## src/dpmb_map.vh

```
`ifndef DPMB_MAP_VH
`define DPMB_MAP_VH
`define DPMB_AW            12
`define DPMB_DW            9
`define DPMB_SEM_AW        3
`define DPMB_ADDR_MBOX_L   12'hffe
`define DPMB_ADDR_MBOX_R   12'hfff
`define DPMB_CLK_PS        25000
`define DPMB_SETUP_NS      15
`define DPMB_STROBE_NS     25
`define DPMB_HOLD_NS       5
`define DPMB_FLOW_NS       70
`define DPMB_FLAG_GAP_NS   10
`define DPMB_SYNC_CYC      4
`define DPMB_CYC(ns)       ((((ns) * 1000) + `DPMB_CLK_PS - 1) / `DPMB_CLK_PS)
`define DPMB_OP_RAM_RD     2'h0
`define DPMB_OP_RAM_WR     2'h1
`define DPMB_OP_SEM_RD     2'h2
`define DPMB_OP_SEM_WR     2'h3
`endif

```

## src/dpmb_sync.v

```verilog
`timescale 1ns/1ps
`default_nettype none
module dpmb_sync #(
    parameter W = 1
) (
    input  wire         ref_clk,
    input  wire         rstn,
    input  wire [W-1:0] din,
    output reg  [W-1:0] dout
);
    reg [W-1:0] s1;
    reg [W-1:0] s2;
    reg [W-1:0] s3;
    always @(posedge ref_clk or negedge rstn) begin
        if (!rstn) begin
            s1   <= {W{1'b0}};
            s2   <= {W{1'b0}};
            s3   <= {W{1'b0}};
            dout <= {W{1'b0}};
        end else begin
            s1 <= din;
            s2 <= s1;
            s3 <= s2;
            // Accept change once stages two and three agree
            if (s2 == s3) begin
                dout <= s3;
            end
        end
    end
endmodule // dpmb_sync
`default_nettype wire

```

## src/dpmb_port_master.v

```verilog
`timescale 1ns/1ps
`default_nettype none
`include "dpmb_map.vh"
// Notes on behaviour
// RULE1 - Memory has 4K words of 9 bits, any location per port.
// RULE2 - Left write to FFF sets right mailbox flag low.
// RULE3 - Right read of FFF clears right mailbox flag.
// RULE4 - Right write to FFE sets left mailbox flag low.
// RULE5 - Left read of FFE clears left mailbox flag; message free-form.
// RULE6 - Device arbitrates matching addresses of both selected ports.
// RULE7 - Close accesses still give one winner, side not guaranteed.
// RULE8 - Loser sees hold signal low after match or late select.
// RULE9 - Role pin makes hold pins outputs as master, inputs as slave.
// RULE10 - Write happens only while select and write strobe both low.
// RULE11 - Data setup and hold referenced to rising edge ending write.
// RULE12 - Write strobe stays high whenever address changes.
// RULE13 - Read holds strobe high, asserts output enable and select.
// RULE14 - Semaphore access uses flag select, memory select stays high.
// RULE15 - Device floats data pins during write even with enable low.
// RULE16 - Reading a location being written waits flow-through delay.
// RULE17 - After semaphore write, deassert select for update gap first.
// RULE18 - Simultaneous semaphore requests give one side only.
// RULE19 - Semaphore write uses bit 0; zero requests, one releases.
// RULE20 - Pending request is granted when owner releases.
// RULE21 - Semaphore selected by low three address bits.
// RULE22 - Semaphore read drives value on all lines, latched.
module dpmb_port_master (
    input  wire                    ref_clk,
    input  wire                    rstn,
    input  wire                    reqValid,
    input  wire [1:0]              reqOp,
    input  wire [`DPMB_AW-1:0]     reqAddr,
    input  wire [`DPMB_DW-1:0]     reqData,
    output reg                     reqReady,
    output reg                     rspValid,
    output reg  [`DPMB_DW-1:0]     rspData,
    output reg                     rspContended,
    output reg                     mboxPending,
    output reg  [`DPMB_AW-1:0]     portAddr,
    output reg                     portSelect_n,
    output reg                     flagLatchSelect_n,
    output reg                     writeStrobe_n,
    output reg                     outputEnable_n,
    input  wire [`DPMB_DW-1:0]     portData_i,
    output reg  [`DPMB_DW-1:0]     portData_o,
    output reg                     portData_oe,
    input  wire                    contentionHold_n,
    input  wire                    mailboxFlag_n
);
    localparam [4:0] ST_IDLE  = 5'h01;
    localparam [4:0] ST_SETUP = 5'h02;
    localparam [4:0] ST_STRB  = 5'h04;
    localparam [4:0] ST_HOLD  = 5'h08;
    localparam [4:0] ST_GAP   = 5'h10;
    localparam integer SETUP_NUM = `DPMB_CYC(`DPMB_SETUP_NS);
    localparam integer FLOW_NUM  = `DPMB_CYC(`DPMB_FLOW_NS) + `DPMB_SYNC_CYC;
    localparam integer WSTRB_NUM = `DPMB_CYC(`DPMB_STROBE_NS);
    localparam integer HOLD_NUM  = `DPMB_CYC(`DPMB_HOLD_NS);
    localparam integer GAP_NUM   = `DPMB_CYC(`DPMB_FLAG_GAP_NS);
    localparam [7:0] SETUP_CYC = SETUP_NUM[7:0];
    // Read strobe also covers the data synchroniser latency
    localparam [7:0] STRB_CYC  = FLOW_NUM[7:0];
    localparam [7:0] WSTRB_CYC = WSTRB_NUM[7:0];
    localparam [7:0] HOLD_CYC  = HOLD_NUM[7:0];
    localparam [7:0] GAP_CYC   = GAP_NUM[7:0];

    function isWrite;
        input [1:0] op;
        begin
            isWrite = (op == `DPMB_OP_RAM_WR) || (op == `DPMB_OP_SEM_WR);
        end
    endfunction

    function isSem;
        input [1:0] op;
        begin
            isSem = (op == `DPMB_OP_SEM_RD) || (op == `DPMB_OP_SEM_WR);
        end
    endfunction

    // Strobe length per operation
    function [7:0] strobeCycles;
        input [1:0] kind;
        begin
            strobeCycles = isWrite(kind) ? WSTRB_CYC : STRB_CYC;
        end
    endfunction

    wire [`DPMB_DW-1:0] dataSync;
    wire                holdAct;
    wire                flagAct;

    // Active-low pins inverted so the reset value reads as idle
    dpmb_sync #(.W(`DPMB_DW + 2)) uSync (
        .ref_clk (ref_clk),
        .rstn    (rstn),
        .din     ({portData_i, ~contentionHold_n, ~mailboxFlag_n}),
        .dout    ({dataSync, holdAct, flagAct})
    );

    reg [4:0]          state;
    reg [7:0]          count;
    reg [1:0]          op;
    reg                sawHold;

    always @(posedge ref_clk or negedge rstn) begin
        if (!rstn) begin
            state             <= ST_IDLE;
            count             <= 8'h00;
            op                <= 2'h0;
            sawHold           <= 1'b0;
            reqReady          <= 1'b0;
            rspValid          <= 1'b0;
            rspData           <= {`DPMB_DW{1'b0}};
            rspContended      <= 1'b0;
            mboxPending       <= 1'b0;
            portAddr          <= {`DPMB_AW{1'b0}};
            portSelect_n      <= 1'b1;
            flagLatchSelect_n <= 1'b1;
            writeStrobe_n     <= 1'b1;
            outputEnable_n    <= 1'b1;
            portData_o        <= {`DPMB_DW{1'b0}};
            portData_oe       <= 1'b0;
        end else begin
            rspValid    <= 1'b0;
            mboxPending <= flagAct;
            case (state)
                ST_IDLE: begin
                    reqReady <= 1'b1;
                    if (reqValid && reqReady) begin
                        reqReady <= 1'b0;
                        op       <= reqOp;
                        sawHold  <= 1'b0;
                        // Semaphore address keeps only low bits
                        if (isSem(reqOp)) begin
                            portAddr <= {{(`DPMB_AW-`DPMB_SEM_AW){1'b0}},
                                         reqAddr[`DPMB_SEM_AW-1:0]}; // see RULE21
                        end else begin
                            portAddr <= reqAddr;
                        end
                        // Only bit 0 matters for semaphore writes
                        if (reqOp == `DPMB_OP_SEM_WR) begin
                            portData_o <= {{(`DPMB_DW-1){1'b0}}, reqData[0]}; // see RULE19
                        end else begin
                            portData_o <= reqData;
                        end
                        portData_oe <= isWrite(reqOp); // see RULE11
                        // Select asserted with strobe high while address settles
                        writeStrobe_n     <= 1'b1; // see RULE12
                        portSelect_n      <= isSem(reqOp); // see RULE14
                        flagLatchSelect_n <= ~isSem(reqOp); // see RULE14
                        outputEnable_n    <= isWrite(reqOp); // see RULE13
                        count <= SETUP_CYC;
                        state <= ST_SETUP;
                    end
                end
                ST_SETUP: begin
                    if (count > 8'h01) begin
                        count <= count - 8'h01;
                    end else begin
                        // Write only while select and strobe both low
                        writeStrobe_n <= ~isWrite(op); // see RULE10
                        count <= strobeCycles(op); // see RULE16
                        state <= ST_STRB;
                    end
                end
                ST_STRB: begin
                    if (holdAct) begin
                        sawHold <= 1'b1; // see RULE8
                    end
                    // Stretch while the arbiter holds this port off
                    if (holdAct) begin
                        count <= count; // see RULE6
                    end else if (count > 8'h01) begin
                        count <= count - 8'h01;
                    end else begin
                        if (!isWrite(op)) begin
                            rspData <= dataSync; // see RULE22
                        end
                        // Strobe rises first, data held after it
                        writeStrobe_n  <= 1'b1; // see RULE11
                        outputEnable_n <= 1'b1;
                        count <= HOLD_CYC;
                        state <= ST_HOLD;
                    end
                end
                ST_HOLD: begin
                    if (count > 8'h01) begin
                        count <= count - 8'h01;
                    end else begin
                        portSelect_n      <= 1'b1;
                        flagLatchSelect_n <= 1'b1;
                        portData_oe       <= 1'b0;
                        rspValid          <= 1'b1;
                        rspContended      <= sawHold; // see RULE7
                        // Semaphore write needs deselect gap before next read
                        count <= (op == `DPMB_OP_SEM_WR) ? GAP_CYC : 8'h01; // see RULE17
                        state <= ST_GAP;
                    end
                end
                ST_GAP: begin
                    if (count > 8'h01) begin
                        count <= count - 8'h01;
                    end else begin
                        reqReady <= 1'b1;
                        state    <= ST_IDLE;
                    end
                end
                default: begin
                    state <= ST_IDLE;
                end
            endcase
        end
    end
endmodule // dpmb_port_master
`default_nettype wire

```

## config.mk

```make
export PLATFORM = sky130hd
export DESIGN_NAME = dpmb_port_master
export DESIGN_NICKNAME = d
export VERILOG_FILES = /design/src/dpmb_sync.v /design/src/dpmb_port_master.v
export VERILOG_INCLUDE_DIRS = /design/src
export SDC_FILE = /design/constraint.sdc
export NUM_CORES = 1
export LEC_CHECK = 0
export BUFFER_PORTS_ARGS = -buffer_cell sky130_fd_sc_hd__buf_2
export CAP_MARGIN = 10
export CORE_MARGIN = 5
export CORE_UTILIZATION = 54
export DETAILED_ROUTE_END_ITERATION = 7
export PLACE_DENSITY = 0.82
export SLEW_MARGIN = 20
export SYNTH_ARGS = -nofsm -noshare
export SYNTH_HDL_FRONTEND = slang
export SYNTH_SLANG_ARGS = --single-unit
```

## constraint.sdc

```tcl
create_clock -name ref_clk -period 3.2 [get_ports ref_clk]
set_input_delay 0.64 -clock ref_clk [delete_from_list [all_inputs] [get_ports ref_clk]]
set_output_delay 0.64 -clock ref_clk [all_outputs]
set_load 0.02 [all_outputs]
```

# == After elaboration in Yosys (flattened, before gate mapping) ==
# Index checks and enable logic that the tools add are counted.
# classes
n_eq_ne,19
muxes,36
magnitude_cmp,1
bitwise_logic,6
n_reduce_logical,19
n_addsub,1
# op_table
op,count
$mux 8,5
$pmux 8 s5,1
$mux 5,6
$pmux 5 s5,1
$ne 2x2->1 const B,7
$mux 1,13
$mux 12,1
$pmux 1 s2,6
$reduce_and 4->1,3
$eq 11x11->1,1
$mux 9,1
$gt 8x1->1 const B,1
$sub 8x1->8 const B,1
$eq 2x2->1 const B,3
$not 1->1,6
$reduce_and 2->1,3
$reduce_and 3->1,2
$reduce_and 6->1,1
$reduce_bool 2->1,3
$eq 5x1->1 const B,1
$eq 5x2->1 const B,1
$eq 5x3->1 const B,1
$eq 5x4->1 const B,1
$eq 5x5->1 const B,1
9 further kinds,12
# totals
ff_bits,99
in_bits,37
out_inout_bits,39

# == Depth between registers and ports, before layout ==
# Gate-level depths: netlist (run 1).
# logic_depth
word_depth,5
mapped_depth,8

# == By module ==
# Synthesis (run 1) repeated with hierarchy kept, for this count alone.
# hier_totals
hier_cells,317
hier_area_um2,3898.7
# by_module_without_submodules
mod,area_per_inst_um2,instances,cells_per_inst
dpmb_port_master,2506.2,1,246
dpmb_sync,1392.6,1,71

# == Least setup slack after synthesis (run 1) ==
# Ideal clock, no wire load.
# synth_path
kind,reg2reg
from,register count[4]
to,register rspData[0]
slack_ns,0.843
t_arrival_ns,2.231
n_path_buf,1
path_stages_with_launch,6
period_less_slack_ns,2.357
t_required_ns,3.075
path_cell_list,dfrtp_1 > or4_4 > or3_1 > or4_1 > buf_6 > mux2_4
# synth_via
elab_chain_len,3
# synth_rtl
item,line,source
from (decl),dpmb_port_master.v:102,reg [7:0] count;
from (signal assigned),dpmb_port_master.v:159,count <= count - 8'h01;
from (signal assigned),dpmb_port_master.v:163,count <= strobeCycles(op);
from (signal assigned),dpmb_port_master.v:173,count <= count;
$gt 8x1->1,dpmb_port_master.v:174,end else if (count > 8'h01) begin
$not 1->1 (no source line),--,
$reduce_and 4->1 (no source line),--,
to (signal assigned),dpmb_port_master.v:114,rspData <= {`DPMB_DW{1'b0}};
to (signal assigned),dpmb_port_master.v:178,rspData <= dataSync;
to (decl),dpmb_port_master.v:36,"output reg [`DPMB_DW-1:0] rspData,"
# Every way passes these cells.
# A chain may end at the register's enable or synchronous reset.

# == Final worst setup path (run 1) ==
# layout_path
from,register count[5]
to,register rspData[5]
# Same word-level chain as after synthesis.

==> metrics.csv, run 1 <==
stage,metric,value,unit
run_status,status,"finished, final reports clean",
synthesis,top cell type's share of synthesized area,0.590,
critical_path,CP max stage cell,or4_1,
clock_network,Num CTS Buffers,9,
synthesis,most common cell in the netlist,dfrtp_1,
pwr,Reg power frac,0.583,
route,DR iter-0 viols,311,
clock_network,root buffer cell,clkbuf_8,
global_routing,vias in the first global route,2678,
global_routing,initial antenna violation count,0,
route,DRT Pass-1 Iters,5,
route,Vias,2733,
synthesis,Mapped Cells,332,
layout,post-route cell area,0.00464,mm^2
clock_network,H-tree levels,3,
floorplanning,# rows,31,
route,post-DR vias/cell,5.34,
sta,unrepaired setup endpoints after global routing,false,
floorplanning,num ports,76,
sta,# setup viols final,0,
sta,Worst Skew,11.9,ps
layout,"Cell Count, Final, Fillers Out",512,
placement,post-DP HPWL,5.48,mm
floorplanning,Core Region,0.00718,mm^2
synthesis,synthesis-stage register bit count,98,
layout,# nets final,447,
synthesis,ys flop type,dfrtp_1,
route,DRC,0,
synthesis,"Warnings, synthesis",0,
critical_path,Critical Path RT,3440,ps
sta,setup TNS,0,ps
global_routing,total grt overflow,0,
sta,final setup margin,551,ps
pwr,switch share,0.227,
critical_path,reg2reg end,rspData[5]$_DFFE_PN0P_,
pwr,Pint,1.69,mW
global_routing,first-pass GRT wire length,13.0,mm
synthesis,"EDFF count, synth",0,
layout,ant diodes,0,
pwr,Clock power frac,0.383,
sta,minimum clock period,2650,ps
synthesis,synthesized area per cell,11.9,um^2
sta,worst rel slew slack,0.595,
critical_path,worst r2r src,count[5]$_DFFE_PN0P_,
worst_hold_path,Worst Hold Class,in2async,
critical_path,CP Launch Type,register,
synthesis,register area share after synthesis,0.624,
synthesis,leading area contributor after synthesis,dfrtp_1,
flow_run,Max Cap Viol,0,
pwr,total power,2.19,mW
critical_path,cells along the critical path,or4_4 > or3_1 > or4_1 > mux2_4,
pwr,P_leak,2.37,nW
placement,GPL Wtd Cong,0.872,
sta,final worst-path cycle share,0.828,
critical_path,crit path capture type,register,
critical_path,Worst Setup Path Type,reg2reg,
synthesis,Mapped Nets,371,
critical_path,Reg2Reg Depth,4,
synthesis,Mapped Area,0.00394,mm^2
sta,final hold viol count,0,
clock_network,"Clk Latency, worst-skew pair",350,ps
route,Final Routed Wirelength,7.76,mm
critical_path,Worst path max stage delay,760,ps
critical_path,crit path DAT,2890,ps
synthesis,Synth area leaders,"dfrtp_1, nand2_1, o21ai_0",
global_routing,largest net degree at the start of global routing,99,
layout,Area Growth Syn to Fin,17.8,%
placement,port bufs,75,
sta,Min Hold Slack,307,ps
clock_network,Post-CTS Setup Inserts,0,
placement,placed instance count,496,
synthesis,Synth async-reset ratio,1.00,
pwr,peak supply drop,295,uV
placement,Post-DP Area,0.00443,mm^2
clock_network,# resized after CTS,0,
route,number of routed nets with antenna violations,0,
floorplanning,Initial Util,0.549,
clock_network,Sink Count,98,
pwr,Gate power share,0.034,
clock_network,Clock Pin Slew Worst Setup and Hold Paths,100,ps
layout,layout cell share with drive strength beyond 1,0.315,
clock_network,CTS Hold Bufs,0,
route,WL/cell,15.2,um
floorplanning,DIE AREA,0.00911,mm^2
pwr,Net Sw Power,0.496,mW
placement,Place WS,578,ps
floorplanning,Die X,95.4,um
layout,Post-Route Utilization,0.647,
sta,actual slew at the worst max-slew pin,602,ps
clock_network,CTS Buffer Depth,2,
sta,Max Transition Viols Final,0,
critical_path,worst-path fanout max,9,
clock_network,CTS tree,yes,
sta,Max Freq,378,MHz
critical_path,flop2flop setup slack,550,ps
synthesis,"top cells by count, synth","dfrtp_1, nand2_1, o21ai_0, nor2_1, xor2_1",
floorplanning,Die Ht,95.4,um
synthesis,Synth cell types,48,
global_routing,gr usage total,0.185,
pwr,power density cells,472,mW/mm^2
==> state kept, by name (all words and copies together), names as in the netlist <==
signal and cells:
count 8, flagLatchSelect_n 1, mboxPending 1, op 1, outputEnable_n 1, portAddr 12, portData_o 9, portData_oe 1
portSelect_n 1, reqReady 1, rspContended 1, rspData 9, rspValid 1, sawHold 1, state 5, uSync.dout 11
uSync.s1 11, uSync.s2 11, uSync.s3 11, writeStrobe_n 1
==> worst max path at each step <==
stage / cells past startpoint / startpoint / slack, ps / end
after global placement: 4 / count[4]$_DFFE_PN0P_ / 620 / rspData[6]$_DFFE_PN0P_
after detailed placement: 4 / count[4]$_DFFE_PN0P_ / 580 / rspData[7]$_DFFE_PN0P_
final: 4 / count[5]$_DFFE_PN0P_ / 550 / rspData[5]$_DFFE_PN0P_
after global routing: 4 / count[4]$_DFFE_PN0P_ / 480 / rspData[7]$_DFFE_PN0P_
after floorplan: 5 / count[4]$_DFFE_PN0P_ / 840 / rspData[0]$_DFFE_PN0P_
after CTS: 4 / count[4]$_DFFE_PN0P_ / 540 / rspData[2]$_DFFE_PN0P_
==> power by group through the flow <==
stage / clock network (mW) / registers (mW) / logic [mW]
2_1_floorplan: 0 / 1.30 / 0.0224
3_3_place_gp: 0 / 1.30 / 0.0740
3_5_place_dp: 0 / 1.30 / 0.0757
4_1_cts: 0.860 / 1.28 / 0.0764
5_1_grt: 0.911 / 1.28 / 0.0862
6_report: 0.839 / 1.28 / 0.0738
==> logic make-up (layout without fill, tap and decap cells) <==
logic type      count (synthesis)  count (layout)  synth area share
flops                          98              98             0.624
compound gates                 58              58            0.0981
mux                            22              22            0.0711
xor+xnor                       14              14            0.0311
buf+inv                        24             105            0.0248
simple gates                  114             114             0.145
fa+ha+maj                       2               2           0.00635
==> placed cells by master, fill, tap and decap left out, types with 2 or more instances in the layout <==
master | netlist | layout
nor4_1 | 5 | 5
nand3_1 | 3 | 3
dfstp_2 | 5 | 5
o21ai_0 | 28 | 28
ha_1 | 2 | 2
or4_1 | 2 | 2
nand2b_1 | 12 | 12
or2_2 | 6 | 6
inv_1 | 10 | 10
nor2_1 | 13 | 13
xor2_1 | 13 | 13
nor3_1 | 8 | 8
a31oi_1 | 3 | 3
o22ai_1 | 2 | 2
nand3b_1 | 2 | 2
buf_4 | 0 | 4
a21oi_1 | 3 | 3
a221o_1 | 3 | 3
nand2_1 | 48 | 48
clkbuf_8 | 0 | 10
nor4b_1 | 2 | 2
mux2_2 | 12 | 12
nand4_1 | 2 | 2
and3b_1 | 2 | 2
dfrtp_1 | 93 | 93
clkinv_4 | 0 | 2
a22o_1 | 3 | 3
or3_1 | 5 | 5
o211ai_1 | 2 | 2
mux2_4 | 9 | 9
buf_2 | 0 | 74
inv_8 | 0 | 2
o31ai_1 | 2 | 2
o32ai_1 | 2 | 2
==> cell type report <==
cell class,count,area (um^2)
clock buffer,10,138
clock inverter,6,78.8
fill,548,2530
inverter,10,37.5
multi-input combinational,210,1390
sequential,98,2460
tap,99,124
timing repair buffer,79,420
==> metal layers <==
metal,wire [um],vias to the layer above,track usage,part of all wire
met2,3700,107,0.282,0.48
met4,102,0,0.0699,0.013
met5,0,-,0,0
met3,607,11,0.0474,0.078
li1,-,1309,-,-
met1,3350,1306,0.259,0.43
==> critical path, delay by kind of cell, from the launching register on <==
kind          cells  cell delay, ps
mux               1             390
simple gates      3            1730
flops             1             420
No activity file was read; power rests on OpenSTA's default activity.
==> inputs of run 2 (changes only) <==
--- a/config.mk
+++ b/config.mk
@@ -9,9 +9,9 @@
 export BUFFER_PORTS_ARGS = -buffer_cell sky130_fd_sc_hd__buf_2
 export CAP_MARGIN = 10
 export CORE_MARGIN = 5
-export CORE_UTILIZATION = 54
+export CORE_UTILIZATION = 49
 export DETAILED_ROUTE_END_ITERATION = 7
-export PLACE_DENSITY = 0.82
+export PLACE_DENSITY = 0.79
 export SLEW_MARGIN = 20
 export SYNTH_ARGS = -nofsm -noshare
 export SYNTH_HDL_FRONTEND = slang
==> constraint.sdc (replaced) <==
create_clock -name ref_clk -period 2.25 [get_ports ref_clk]
set_input_delay 0.45 -clock ref_clk [delete_from_list [all_inputs] [get_ports ref_clk]]
set_output_delay 0.45 -clock ref_clk [all_outputs]
set_load 0.02 [all_outputs]
==> run 2 against run 1 <==
Effect of this change: the run now ends with setup timing left; design area grew 5.2%; global-route usage shrank 0.95 points; sequential cell count is the same; utilization shrank 1.8 points; cell count grew 5.1%; non-clock buffer count grew 23; register-to-register slack lost 630 ps; die area grew 9.1%; setup slack lost 630 ps; clock skew is essentially flat.
==> metrics.csv, run 2 (synthesized netlist as in run 1, its figures left out) <==
stage,metric,value,unit,change
run_status,status,finished with violations,,
run_status,failing checks,setup timing,,
layout,Fill cells,620,,+13%
critical_path,Worst Setup Path Type,reg2reg,,
route,DR iter-0 viols,204,,-34%
clock_network,"Clk Latency, worst-skew pair",370,ps,+20 ps
pwr,switch share,0.252,,+0.0255
layout,"commonest non-fill, non-tap cells in the layout","dfrtp_1, buf_2, nand2_1",,
critical_path,Critical Path RT,2510,ps,-930 ps
layout,Top reg by flops,portAddr,,
layout,"Cell Count, Final, Fillers Out",538,,+5.1%
layout,Area Growth Syn to Fin,23.9,%,
sta,worst rel slew slack,0.616,,+0.0204
global_routing,largest net degree at the start of global routing,41,,-59%
route,number of routed nets with antenna violations,0,,unchanged
route,post-DR vias/cell,5.32,,-0.31%
layout,"most common cell after layout, fill and taps aside",dfrtp_1,,
sta,final worst-path cycle share,1.04,,+0.207
floorplanning,Initial Util,0.507,,-0.0418
route,DRC,0,,unchanged
critical_path,CP max stage cell,or4_4,,
sta,Worst Skew,11.4,ps,-0.478 ps
route,WL/cell,15.6,um,+2.8%
layout,max reg flops,12,,unchanged
route,Final Routed Wirelength,8.38,mm,+8.0%
critical_path,worst-path fanout max,9,,unchanged
critical_path,origin of the worst setup path,count[5]$_DFFE_PN0P_,,
floorplanning,num ports,76,,unchanged
layout,layout cell share with drive strength beyond 1,0.369,,+0.0545
critical_path,crit path DAT,2590,ps,-300 ps
clock_network,Num CTS Buffers,9,,unchanged
sta,Max Transition Viols Final,0,,unchanged
pwr,Clock power frac,0.369,,-0.014
pwr,power density cells,626,mW/mm^2,+33%
sta,Max Freq,429,MHz,+14%
critical_path,flop2flop setup slack,-80,ps,-630 ps
critical_path,Worst Setup EP,rspData[7]$_DFFE_PN0P_,,
sta,minimum clock period,2330,ps,-320 ps
clock_network,CTS tree,yes,,
placement,port bufs,75,,unchanged
pwr,Pint,2.29,mW,+35%
critical_path,Reg2Reg Depth,5,,+1
sta,actual slew at the worst max-slew pin,575,ps,-26.7 ps
global_routing,first-pass GRT wire length,13.9,mm,+7.4%
floorplanning,# rows,32,,+3.2%
placement,placed instance count,520,,+4.8%
floorplanning,Die X,99.7,um,+4.5%
critical_path,crit path capture type,register,,
layout,# nets final,470,,+5.1%
sta,final hold viol count,0,,unchanged
layout,ant diodes,0,,unchanged
sta,# setup viols final,12,,+12
critical_path,Worst path max stage delay,540,ps,-220 ps
pwr,Gate power share,0.037,,+0.003
placement,Post-DP Area,0.00460,mm^2,+3.9%
global_routing,gr usage total,0.176,,-0.00951
floorplanning,Core Region,0.00777,mm^2,+8.2%
sta,unrepaired setup endpoints after global routing,true,,
global_routing,total grt overflow,0,,unchanged
worst_hold_path,Worst Hold Class,in2async,,
clock_network,Sink Count,98,,unchanged
critical_path,worst r2r src,count[5]$_DFFE_PN0P_,,
floorplanning,DIE AREA,0.00994,mm^2,+9.1%
pwr,peak supply drop,401,uV,+36%
placement,post-DP HPWL,6.02,mm,+9.7%
flow_run,Max Cap Viol,0,,unchanged
floorplanning,Die Ht,99.7,um,+4.5%
clock_network,root buffer cell,clkbuf_8,,
clock_network,CTS Buffer Depth,2,,unchanged
sta,final setup margin,-78.8,ps,-630 ps
clock_network,Clock Pin Slew Worst Setup and Hold Paths,110,ps,about the same
critical_path,CP Launch Type,register,,
layout,post-route cell area,0.00488,mm^2,+5.2%
pwr,P_leak,2.50,nW,+5.2%
pwr,Net Sw Power,0.771,mW,+55%
critical_path,cells along the critical path,or4_4 > or3_1 > or4_1 > buf_6 > mux2_4,,
clock_network,H-tree levels,3,,unchanged
pwr,Reg power frac,0.594,,+0.011
critical_path,reg2reg end,rspData[7]$_DFFE_PN0P_,,
global_routing,initial antenna violation count,0,,unchanged
global_routing,vias in the first global route,2992,,+12%
placement,GPL Wtd Cong,0.886,,+1.7%
route,Vias,2863,,+4.8%
sta,setup TNS,-688,ps,-688 ps
route,DRT Pass-1 Iters,4,,-1
==> run 2: metal layers <==
layer  vias up  global-route usage  share of wire
met5         -                   0              0
met4         0              0.0651          0.016
met3        13              0.0470          0.069
met2        94               0.287           0.48
met1      1392               0.225           0.43
li1       1364                   -              -
==> run 2: how the worst min path moves through the flow <==
stage,startpoint,to,slack (ps),depth (start not counted)
2_1_floorplan,rstn,count[0]$_DFFE_PN0P_,150,0
3_3_place_gp,uSync.s1[8]$_DFF_PN0_,uSync.s2[8]$_DFF_PN0_,330,0
3_5_place_dp,uSync.s1[0]$_DFF_PN0_,uSync.s2[0]$_DFF_PN0_,340,0
4_1_cts,rstn,portData_o[0]$_DFFE_PN0P_,50,1
5_1_grt,rstn,portAddr[1]$_DFFE_PN0P_,80,1
6_report,rstn,portData_o[0]$_DFFE_PN0P_,50,1
==> run 2: repair_timing <==
| item | 4_1_cts | 5_1_grt |
|---|---|---|
| resized for setup | 8 | 4 |
| hold buffers | 0 | 0 |
| pin swaps | 0 | 4 |
| setup buffers | 0 | 2 |
| endpoints found under the setup margin | 16 | 17 |
==> run 2: cell type report <==
cell class	count	area [um^2]	area share
tap	102	128	0.0261
clock inverter	7	81.3	0.0166
timing repair buffer	102	609	0.125
sequential	98	2460	0.503
inverter	10	37.5	0.00768
clock buffer	9	124	0.0254
multi-input combinational	210	1450	0.296
==> run 2: power groups by stage <==
stage,combinational (mW),clock [mW],sequential [mW]
after global routing,0.131,1.21,1.82
after floorplan,0.0318,0,1.85
final,0.113,1.13,1.82
after global placement,0.111,0,1.85
after detailed placement,0.116,0,1.85
after CTS,0.117,1.15,1.82
==> run 2: stage by stage <==
| stage | hold slack (ps) | power [mW] | setup slack (ps) | util |
|---|---|---|---|---|
| floorplan | 154 | 1.88 | -13.3 | - |
| global placement | 333 | 1.96 | -40.3 | 0.592 |
| detailed placement | 336 | 1.97 | -59.2 | 0.592 |
| CTS | 53.1 | 3.09 | -65.3 | 0.624 |
| global route | 83.7 | 3.17 | -123 | 0.629 |
| finish | 47.3 | 3.06 | -78.8 | 0.629 |
==> run 2: worst max-delay path, delay by kind of cell, from the launching register on <==
kind / cells / cell delay [ps]
muxes: 1 / 290
buffers and inverters: 1 / 170
DFF: 1 / 410
and+or+nand+nor: 3 / 1330
